===== src/inc/erase_regs_map.svh =====
`ifndef ERASE_REGS_MAP_SVH
`define ERASE_REGS_MAP_SVH
`define OFS_READY 12'h400
`define OFS_ACCESS_MODE 12'h504
`define OFS_PAGE_ERASE 12'h508
`define OFS_LEGACY_PAGE_ERASE 12'h510
`define OFS_USER_CONFIG_ERASE 12'h514
`define OFS_PARTIAL_PAGE_ERASE 12'h518
`define OFS_PARTIAL_ERASE_SETTINGS 12'h51c
`define MODE_READ_ONLY 2'h0
`define MODE_WRITE_EN 2'h1
`define MODE_ERASE_EN 2'h2
`define RST_WORD 32'h0000_0000
`define RST_PARTIAL_CFG 32'h0000_000a
`define ERASE_TIME_NS 1000
`define PARTIAL_TIME_NS 500
`define UCFG_TIME_NS 2000
`define CLK_PERIOD_NS 10
`endif


===== src/inc/erase_regs_pkg.sv =====
package erase_regs_pkg;
  typedef enum logic [1:0] {OP_PAGE, OP_PARTIAL, OP_UCFG} erase_op_e;
  typedef struct packed {
    logic       start;
    erase_op_e  op;
    logic [31:0] addr;
  } erase_req_s;
  typedef struct packed {
    logic        wr;
    logic        rd;
    logic [11:0] addr;
    logic [31:0] wdata;
  } reg_req_s;
endpackage


===== src/rtl/erase_engine.sv =====
`timescale 1ns/1ps
`default_nettype none
`include "erase_regs_map.svh"
module erase_engine
  import erase_regs_pkg::*;
#(
  parameter int PAGE_CYC = `ERASE_TIME_NS / `CLK_PERIOD_NS,
  parameter int UCFG_CYC = `UCFG_TIME_NS / `CLK_PERIOD_NS,
  parameter int PART_CYC = `PARTIAL_TIME_NS / `CLK_PERIOD_NS
) (
  // Clock and reset
  input wire logic mclk,
  input wire logic resetn,
  // Request
  input wire erase_req_s req,
  // Status
  output logic busy,
  output logic [31:0] last_addr
);
  typedef enum logic {IDLE, RUN} eng_e;
  eng_e st_r;
  logic [31:0] cnt_r;

  function automatic logic [31:0] op_len(input erase_op_e op);
    case (op)
      OP_UCFG: op_len = 32'(UCFG_CYC);
      OP_PARTIAL: op_len = 32'(PART_CYC);
      default: op_len = 32'(PAGE_CYC);
    endcase
  endfunction

  always_ff @(posedge mclk or negedge resetn) begin
    if (!resetn) begin
      st_r <= IDLE;
      cnt_r <= `RST_WORD;
    end else begin
      case (st_r)
        IDLE: begin
          if (req.start) begin
            st_r <= RUN;
            cnt_r <= op_len(req.op) - 32'h1;
          end
        end
        RUN: begin
          if (cnt_r == `RST_WORD) begin
            st_r <= IDLE;
          end else begin
            cnt_r <= cnt_r - 32'h1;
          end
        end
        default: st_r <= IDLE;
      endcase
    end
  end

  always_ff @(posedge mclk or negedge resetn) begin
    if (!resetn) begin
      last_addr <= `RST_WORD;
    end else if (req.start && st_r == IDLE) begin
      last_addr <= req.addr;
    end
  end

  assign busy = (st_r == RUN);
endmodule
`default_nettype wire


===== src/rtl/erase_regs.sv =====
// Operation
// - A write at 0x510 starts a code-area page erase exactly like the page erase register.
// - Writing 1 to the user-config erase field erases the whole config area; 0 does nothing.
// - A write at 0x518 takes the value as page start address and starts a partial erase.
// - A separate register at 0x51c holds the partial erase settings.
// - Access mode encodes read-only 0, write enabled 1, erase enabled 2.
// - Ready reads 0 while an erase runs and 1 when idle.
`timescale 1ns/1ps
`default_nettype none
`include "erase_regs_map.svh"
module erase_regs
  import erase_regs_pkg::*;
#(
  parameter int PAGE_CYC = `ERASE_TIME_NS / `CLK_PERIOD_NS,
  parameter int UCFG_CYC = `UCFG_TIME_NS / `CLK_PERIOD_NS,
  parameter int PART_CYC = `PARTIAL_TIME_NS / `CLK_PERIOD_NS
) (
  // Clock and reset
  input wire logic mclk,
  input wire logic resetn,
  // Register port
  input wire logic [11:0] addr,
  input wire logic [31:0] wdata,
  input wire logic wr_en,
  input wire logic rd_en,
  output logic [31:0] rdata,
  // Flash side status
  output logic erase_busy,
  output logic [31:0] erase_addr,
  output logic [1:0] erase_op,
  output logic [1:0] access_mode
);
  logic [1:0] mode_r;
  logic [31:0] page_r;
  logic [31:0] ucfg_r;
  logic [31:0] part_r;
  logic [31:0] pcfg_r;
  logic [31:0] rdata_r;
  logic busy_r;
  logic [31:0] eaddr_r;
  logic [1:0] eop_r;
  erase_req_s req;
  logic eng_busy;
  logic [31:0] eng_addr;
  logic erase_ok;

  function automatic logic hit(input logic [11:0] a, input logic [11:0] ofs);
    hit = (a == ofs);
  endfunction

  assign erase_ok = (mode_r == `MODE_ERASE_EN) && !eng_busy;

  // Launch decode
  always_comb begin
    req = '0;
    req.op = OP_PAGE;
    if (wr_en && erase_ok) begin
      if (hit(addr, `OFS_PAGE_ERASE) || hit(addr, `OFS_LEGACY_PAGE_ERASE)) begin
        req.start = 1'b1;
        req.addr = wdata;
      end else if (hit(addr, `OFS_USER_CONFIG_ERASE) && wdata[0]) begin
        req.start = 1'b1;
        req.op = OP_UCFG;
      end else if (hit(addr, `OFS_PARTIAL_PAGE_ERASE)) begin
        req.start = 1'b1;
        req.op = OP_PARTIAL;
        req.addr = wdata;
      end
    end
  end

  always_ff @(posedge mclk or negedge resetn) begin
    if (!resetn) begin
      mode_r <= `MODE_READ_ONLY;
    end else if (wr_en && hit(addr, `OFS_ACCESS_MODE) && wdata[1:0] != 2'h3) begin
      mode_r <= wdata[1:0];
    end
  end

  always_ff @(posedge mclk or negedge resetn) begin
    if (!resetn) begin
      page_r <= `RST_WORD;
      ucfg_r <= `RST_WORD;
      part_r <= `RST_WORD;
    end else if (wr_en) begin
      if (hit(addr, `OFS_PAGE_ERASE) || hit(addr, `OFS_LEGACY_PAGE_ERASE)) begin
        page_r <= wdata;
      end
      if (hit(addr, `OFS_USER_CONFIG_ERASE)) begin
        ucfg_r <= {31'h0, wdata[0]};
      end
      if (hit(addr, `OFS_PARTIAL_PAGE_ERASE)) begin
        part_r <= wdata;
      end
    end
  end

  always_ff @(posedge mclk or negedge resetn) begin
    if (!resetn) begin
      pcfg_r <= `RST_PARTIAL_CFG;
    end else if (wr_en && hit(addr, `OFS_PARTIAL_ERASE_SETTINGS)) begin
      pcfg_r <= wdata;
    end
  end

  always_ff @(posedge mclk or negedge resetn) begin
    if (!resetn) begin
      rdata_r <= `RST_WORD;
    end else if (rd_en) begin
      case (addr)
        `OFS_READY: rdata_r <= {31'h0, ~eng_busy};
        `OFS_ACCESS_MODE: rdata_r <= {30'h0, mode_r};
        `OFS_PAGE_ERASE: rdata_r <= page_r;
        `OFS_LEGACY_PAGE_ERASE: rdata_r <= page_r;
        `OFS_USER_CONFIG_ERASE: rdata_r <= ucfg_r;
        `OFS_PARTIAL_PAGE_ERASE: rdata_r <= part_r;
        `OFS_PARTIAL_ERASE_SETTINGS: rdata_r <= pcfg_r;
        default: rdata_r <= `RST_WORD;
      endcase
    end else begin
      rdata_r <= `RST_WORD;
    end
  end

  always_ff @(posedge mclk or negedge resetn) begin
    if (!resetn) begin
      busy_r <= 1'b0;
      eaddr_r <= `RST_WORD;
      eop_r <= 2'h0;
    end else begin
      busy_r <= eng_busy;
      eaddr_r <= eng_addr;
      if (req.start) begin
        eop_r <= req.op;
      end
    end
  end

  erase_engine #(
    .PAGE_CYC(PAGE_CYC),
    .UCFG_CYC(UCFG_CYC),
    .PART_CYC(PART_CYC)
  ) u_engine (
    .mclk(mclk),
    .resetn(resetn),
    .req(req),
    .busy(eng_busy),
    .last_addr(eng_addr)
  );

  assign rdata = rdata_r;
  assign erase_busy = busy_r;
  assign erase_addr = eaddr_r;
  assign erase_op = eop_r;
  assign access_mode = mode_r;
endmodule
`default_nettype wire


===== config.mk =====
export PLATFORM = sky130hd
export DESIGN_NAME = erase_regs
export DESIGN_NICKNAME = d
export VERILOG_FILES = /design/src/inc/erase_regs_pkg.sv /design/src/rtl/erase_engine.sv /design/src/rtl/erase_regs.sv
export VERILOG_INCLUDE_DIRS = /design/src /design/src/inc
export SDC_FILE = /design/constraint.sdc
export NUM_CORES = 1
export LEC_CHECK = 0
export BUFFER_PORTS_ARGS = -buffer_cell sky130_fd_sc_hd__clkbuf_2
export CORE_AREA = 2 2 129 131
export DETAILED_ROUTE_END_ITERATION = 7
export DIE_AREA = 0 0 131 133
export PLACE_DENSITY = 0.92
export SLEW_MARGIN = 40
export SYNTH_ARGS = -nofsm -noshare
export SYNTH_HDL_FRONTEND = slang
export SYNTH_SLANG_ARGS = --single-unit
export TNS_END_PERCENT = 1

===== constraint.sdc =====
create_clock -name mclk -period 5.4 [get_ports mclk]
set_clock_uncertainty 0.2 [all_clocks]
set_input_delay 0.54 -clock mclk [delete_from_list [all_inputs] [get_ports mclk]]
set_output_delay 0.54 -clock mclk [all_outputs]
set_load 0.01 [all_outputs]

==> flow_metrics.tcl, run 1 <==
set metrics [dict create \
    crit_path_top_delay_cell "or4b_2" \
    ys_seq_area_frac 0.5942 \
    core_sq_um 16170 \
    fin_crit_ps 4193 \
    fillerInstances 1045 \
    area_growth_pct 15.88 \
    outcome "finished clean" \
    post_cts_resized 0 \
    synth_xor_xnor_area_share 0.008099 \
    muxShareOfSynthArea 0.1165 \
    diodes 0 \
    r2r_cells 10 \
    yosysWarnings 0 \
    whs_ps 91.49 \
    p_total_mw 3.410 \
    synth_area_leaders "dfrtp_1 59%, mux2_2 11%, a22o_1 2.9%" \
    grt-ovfl-total 0 \
    setup_viol 0 \
    synthSimpleGateAreaFrac 0.09757 \
    leakage_nw 5.421 \
    pin_count 117 \
    critPathCaptureType "register" \
    power.density_nw_per_um2 302.3 \
    synth_top_area_cell "dfrtp_1" \
    clock_path_buffers 3 \
    synthesis.nets 821 \
    cts_root_buf "clkbuf_16" \
    routed_via_density 6.336 \
    final-seq-area_sq_um 5783 \
    worstMarginPinSlew_ps 697.9 \
    hpwl_mm 14.18 \
    required_ps 5600 \
    drt_pass1_iterations 5 \
    ant_nets 0 \
    critPathArrivalTime_ps 4390 \
    final_area_sq_um 11280 \
    drv_slew 0 \
    grt_setup_unrepaired "no" \
    synthFlopType "dfrtp_1" \
    gp_congestion 0.9007 \
    synth-compound-area-share 0.1469 \
    final_cell_mix "229 x dfrtp_1, 115 x clkbuf_2, 93 x mux2_2" \
    grt_use_met3 0.06591 \
    synth_area_sq_um 9733 \
    fin_util 0.6974 \
    post-route-drc-count 0 \
    synthesis.instances 768 \
    worstPathMaxFanout 11 \
    gr-max-usage-layer "met2" \
    synth_top_family_by_area "compound AO/OA/AOI/OAI gates" \
    crit_family "simple AND/OR/NAND/NOR gates" \
    cts_tree "done" \
    ir_worst_vdd_mv 0.2943 \
    crit_cells 12 \
    insertion_delay_ps 510 \
    layout_commonest_cell "dfrtp_1" \
    finalNetCount 931 \
    syn_area_per_cell_sq_um 12.67 \
    whs_path_depth 2 \
    synth_top_area_frac 0.5888 \
    drt-total-wl_mm 23.90 \
    grt_max_degree 126 \
    synth_fa_ha_area_frac 0.006428 \
    fp.dieW_um 131 \
    initial_utilization 0.6019 \
    grt_use_met1 0.3752 \
    crit_buf_inv 2 \
    tns_ps 0 \
    grt.total_usage 0.2848 \
    cap_violations 0 \
    numCtsBuffers 23 \
    crit_type "input port to register" \
    max_freq_mhz 238.5 \
    grt_pass1_wl_mm 38.78 \
    ys_async_sr_fraction 1.000 \
    slowest_delay_ps 680 \
    die_y_um 133 \
    dr_total_vias 7065 \
    clk_pin_slew_worst_paths_ps 70 \
    ys_types 77 \
    wl_per_cell_um 21.43 \
    multi_input_area_sq_um 3674 \
    drive_gt1_frac 0.3207 \
    use_met2 0.4606 \
    synth_edf_count 0 \
    dieArea_sq_um 17420 \
    hp-class "input port to register" \
    placed_area_sq_um 10490 \
    ys_ff_latch 231 \
    relSlewSlack 0.5227 \
    path_cells "clkbuf_2, or4b_2, nor2_1, and4_1, nand3b_1, inv_1, ha_1, or4b_4, a222oi_1, and2_1, o2111ai_1, o221a_2" \
    period_share 0.7764 \
    cts_max_level 1 \
    hold_violations 0 \
    drtIter0Drc 643 \
    setup.worst_path.start_class "input port" \
    cts.sinks 231 \
    antenna_found_initial 0 \
    grt_pass1_vias 7489 \
    port-buffer-count 116 \
    rows 47 \
]
-- area by class of cell --
cell class | instances | share of cell area
multi-input combinational | 477 | 0.3257
inverter | 12 | 0.003994
timing repair buffer | 133 | 0.06679
tap | 220 | 0.02441
clock buffer | 34 | 0.05736
clock inverter | 8 | 0.008986
sequential | 231 | 0.5128
-- per-stage QoR --
step / setup slack (ps) / instances
global placement: 851.3 / 1071
CTS: 1259 / 1114
finish: 1207 / 1115
detailed placement: 758.5 / 1071
floorplan: 1018 / 768
global route: 853.9 / 1115
-- report_power, final --
part / internal (mW) / switching [mW] / total [mW] / leakage (nW)
Combinational: 0.0241 / 0.0595 / 0.0836 / 1.90
Clock: 0.929 / 0.660 / 1.59 / 0.356
Sequential: 1.74 / 0.00256 / 1.74 / 3.17
Total: 2.69 / 0.722 / 3.41 / 5.42
-- cell usage after synthesis (4+ instances only) --
master	number
a31oi_1	4
buf_1	6
a22o_1	32
and3_1	4
dfrtp_1	229
clkbuf_1	24
a222oi_1	6
a221oi_1	6
nor4_1	10
buf_2	11
a22oi_1	27
inv_1	11
a2111oi_0	4
o21ai_0	11
nand4_1	6
nand3_1	16
a21oi_1	41
mux2_2	93
xor2_1	6
mux2_1	5
o221a_2	4
o2111ai_1	4
o221a_1	5
nor2_1	32
and2_1	4
a211o_1	5
o211a_1	7
nand2_1	50
ha_1	5
nor3_1	20
o41ai_1	5
-- flip-flops by register name, indices dropped and copies added, names as in the netlist --
name and flops:
u_engine.cnt_r 32, part_r 32, u_engine.busy 1, ucfg_r 1, page_r 32, erase_busy 1
erase_addr 32, erase_op 2, access_mode 2, pcfg_r 32, u_engine.last_addr 32, rdata 32
-- what timing repair did --
item	in CTS	in global routing
setup buffers	0	0
hold buffers	1	0
hold endpoints to repair	105	0
-- per-layer routing --
metal  share of wire  wire (um)
met1            0.39       9402
met2            0.50      12000
met3           0.077       1842
met4           0.027        647
met5               0          0
-- final timing paths --
check,from,endpoint,slack [ps]
min in group asynchronous,resetn,erase_addr[26],290
max,addr[6],u_engine.cnt_r[13],1210
min,wdata[15],u_engine.last_addr[15],90
max in group asynchronous,resetn,part_r[10],3440
max reg2reg,access_mode[1],u_engine.cnt_r[13],1250
min reg2reg,u_engine.last_addr[0],erase_addr[0],180
-- cell families (layout without fill, tap and decap cells) --
kind of cell,after synthesis,in the layout
DFF,231,231
AOI/OAI and AO/OA,184,184
and+or+nand+nor,178,178
muxes,101,101
buffers and inverters,60,187
xor gates and xnor gates,9,9
adders and majority gates,5,5
No activity file was read; power rests on OpenSTA's default activity.
==> run 2: changes to the inputs <==
Settings changed: ABC_AREA set to 1, CORE_AREA 2 2 129 131 to 2 2 136 138, DIE_AREA 0 0 131 133 to 0 0 138 140, PLACE_DENSITY 0.92 to 0.88.
Clock period 5.4 ns to 4.4 ns, I/O delays scaled along.
==> run 2 against run 1 <==
  * Global-route usage shrank 2.5 points
  * Design area grew 6.9%
  * Clock-buffer cell count down 1
  * Via count increased by 25%
  * Highest routed layer unchanged
==> flow_metrics.tcl, run 2 <==
set metrics [dict create \
    max_freq_mhz 315.4 \
    period_share 0.7206 \
    drv_slew 0 \
    synth_area_leaders "dfrtp_1 56%, nand2_1 18%, o21ai_0 4.7%" \
    synth_top_area_frac 0.5601 \
    r2r_slack_ps 1230 \
    synthesis.instances 1253 \
    wl_per_cell_um 15.42 \
    critPathCaptureType "register" \
    setup.worst_path.start_class "register" \
    ant_nets 0 \
    grt_pass1_vias 8642 \
    finalWorstSetupSlack_ps 1229 \
    port-buffer-count 116 \
    worstMarginPinSlew_ps 703.6 \
    timing.rr.end "u_engine.cnt_r[22]" \
    final_cell_mix "490 x nand2_1, 229 x dfrtp_1, 115 x clkbuf_2" \
    grt-ovfl-total 0 \
    hpwl_mm 15.94 \
    cap_violations 0 \
    syn_area_per_cell_sq_um 8.165 \
    dr_total_vias 8821 \
    die_y_um 140 \
    cts_tree "done" \
    leakage_nw 6.348 \
    hold_violations 0 \
    ys_async_sr_fraction 1.000 \
    finalNetCount 1438 \
    synth_edf_count 0 \
    crit_top_cell "nand2_1" \
    slowest_delay_ps 400 \
    crit_type "register to register" \
    relSlewSlack 0.5303 \
    drtIter0Drc 687 \
    fin_crit_ps 3171 \
    dp_slack_ps 1003 \
    path_cells "inv_2, nand4_1, or2_2, nor2_1, inv_1, ha_1, inv_1, nor2_1, nor2_2, ha_1, nand3_2, nor2_2, nand2_1, nand2_1, nand2_1, nand2_1, nand2_1" \
    routed_via_density 5.415 \
    crit_path_top_delay_cell "dfrtp_1" \
    ys_ff_latch 231 \
    yosysMostFrequentCell "nand2_1" \
    hp-class "input port to register" \
    initial_utilization 0.5754 \
    worstPathMaxFanout 7 \
    cts_max_level 1 \
    reg2reg_from "u_engine.busy" \
    crit_buf_inv 3 \
    layoutNonFillerInstCount 1629 \
    cts_root_buf "clkbuf_16" \
    clk_pin_slew_worst_paths_ps 60 \
    crit_cells 17 \
    fillerInstances 1357 \
    grt_setup_unrepaired "no" \
    grt.total_usage 0.2598 \
    ir_worst_vdd_mv 0.3125 \
    power.density_nw_per_um2 352.4 \
    cp-endpoint "u_engine.cnt_r[22]" \
    clock_path_buffers 3 \
    fin_util 0.6783 \
    dp_cells 1560 \
    synth_top_area_cell "dfrtp_1" \
    layout_commonest_cell "nand2_1" \
    required_ps 4600 \
    crit_family "simple AND/OR/NAND/NOR gates" \
    dieArea_sq_um 19320 \
    gp_congestion 0.9705 \
    grt_max_degree 66 \
    core_sq_um 17780 \
    numCtsBuffers 24 \
    startpoint "u_engine.busy" \
    r2r_cells 17 \
    drt_pass1_iterations 6 \
    synth_area_sq_um 10230 \
    synth_common_cells "492 x nand2_1, 229 x dfrtp_1, 108 x nor2_1, 97 x o21ai_0, 76 x inv_1" \
    diodes 0 \
    area_growth_pct 17.88 \
    tns_ps 0 \
    critPathArrivalTime_ps 3370 \
    synthFlopType "dfrtp_1" \
    insertion_delay_ps 520 \
    ys_types 29 \
    yosysWarnings 0 \
    setup_viol 0 \
    drt-total-wl_mm 25.12 \
    synthesis.nets 1306 \
    rows 49 \
    post-route-drc-count 0 \
    fp.dieW_um 138 \
    grt_pass1_wl_mm 41.33 \
    pin_count 117 \
    antenna_found_initial 0 \
    ys_seq_area_frac 0.5652 \
    drive_gt1_frac 0.1457 \
    outcome "finished clean" \
    cts.sinks 231 \
]
[run 2: cell count changes after synthesis, sizes merged, moves of 9 or more]
cell	previous run	this run
a22oi	27	0
o221a	9	0
nor4	12	0
a22o	33	0
nor3	22	2
nand2	50	499
nand3	16	75
mux2	98	0
inv	11	80
a21oi	41	30
o21ai	12	134
nor2	32	121
[run 2: worst min-delay path by stage]
stage / start / endpoint / cells after the start
after floorplan: resetn / access_mode[0] / 0
after global placement: u_engine.last_addr[22] / erase_addr[22] / 0
after detailed placement: resetn / part_r[7] / 1
after CTS: wdata[10] / u_engine.last_addr[10] / 3
after global routing: wdata[5] / u_engine.last_addr[5] / 3
final: wdata[0] / u_engine.last_addr[0] / 3
[run 2: worst min-delay path: stages]
cell      delay, ps
clkbuf_2        110
nand2_1          70
o21ai_1          60
[run 2: metal layers]
layer,wire (um),vias to the layer above,GRT usage
met3,1914,69,0.04547
li1,-,4209,-
met1,10140,4191,0.3362
met5,0,-,0
met2,12240,352,0.4406
met4,822,0,0.1031
[run 2: cells by family (layout without fill, tap and decap cells)]
| family | count (synthesis) | after routing | synth area share |
|---|---|---|---|
| adder cells (fa/ha/maj) | 5 | 5 | 0.006115 |
| XOR/XNOR | 8 | 8 | 0.006849 |
| buffers and inverters | 133 | 280 | 0.05736 |
| AO/OA/AOI/OAI | 173 | 173 | 0.08830 |
| AND/OR/NAND/NOR | 703 | 703 | 0.2761 |
| flip-flops | 231 | 231 | 0.5652 |
[run 2: area by class of cell]
class | count | area (sq um) | share of cell area
multi-input cells | 889 | 3880 | 0.3217
well taps | 229 | 286.5 | 0.02376
repair buffers | 159 | 1023 | 0.08486
flip-flops and latches | 231 | 5783 | 0.4795
inverters | 80 | 300.3 | 0.02490
clock inverters | 8 | 92.59 | 0.007677
clock buffers | 33 | 694.4 | 0.05758
[run 2: metrics by stage]
| step | hold WS [ps] | cell area (sq um) | power [mW] |
|---|---|---|---|
| 2_1_floorplan | -55.59 | 10230 | 2.193 |
| 3_3_place_gp | 158.9 | 10930 | 2.272 |
| 3_5_place_dp | 107.3 | 10990 | 2.281 |
| 4_1_cts | 1.948 | 12060 | 4.268 |
| 5_1_grt | 18.30 | 12060 | 4.376 |
| 6_report | 5.330 | 12060 | 4.250 |
[run 2: power breakdown]
part	total (mW)	internal, mW	leakage [nW]	switching (mW)
Combinational	0.128	0.0463	2.83	0.0821
Sequential	2.13	2.13	3.13	0.00284
Clock	1.99	1.16	0.388	0.825
Total	4.25	3.34	6.35	0.910
[run 2: what timing repair did]
| action | 4_1_cts | 5_1_grt |
|---|---|---|
| gates resized for setup | 0 | 0 |
| buffers inserted | 0 | 0 |
| endpoints found under the setup margin | 0 | 0 |
| hold endpoints to repair | 116 | 0 |
| hold buffers | 28 | 0 |
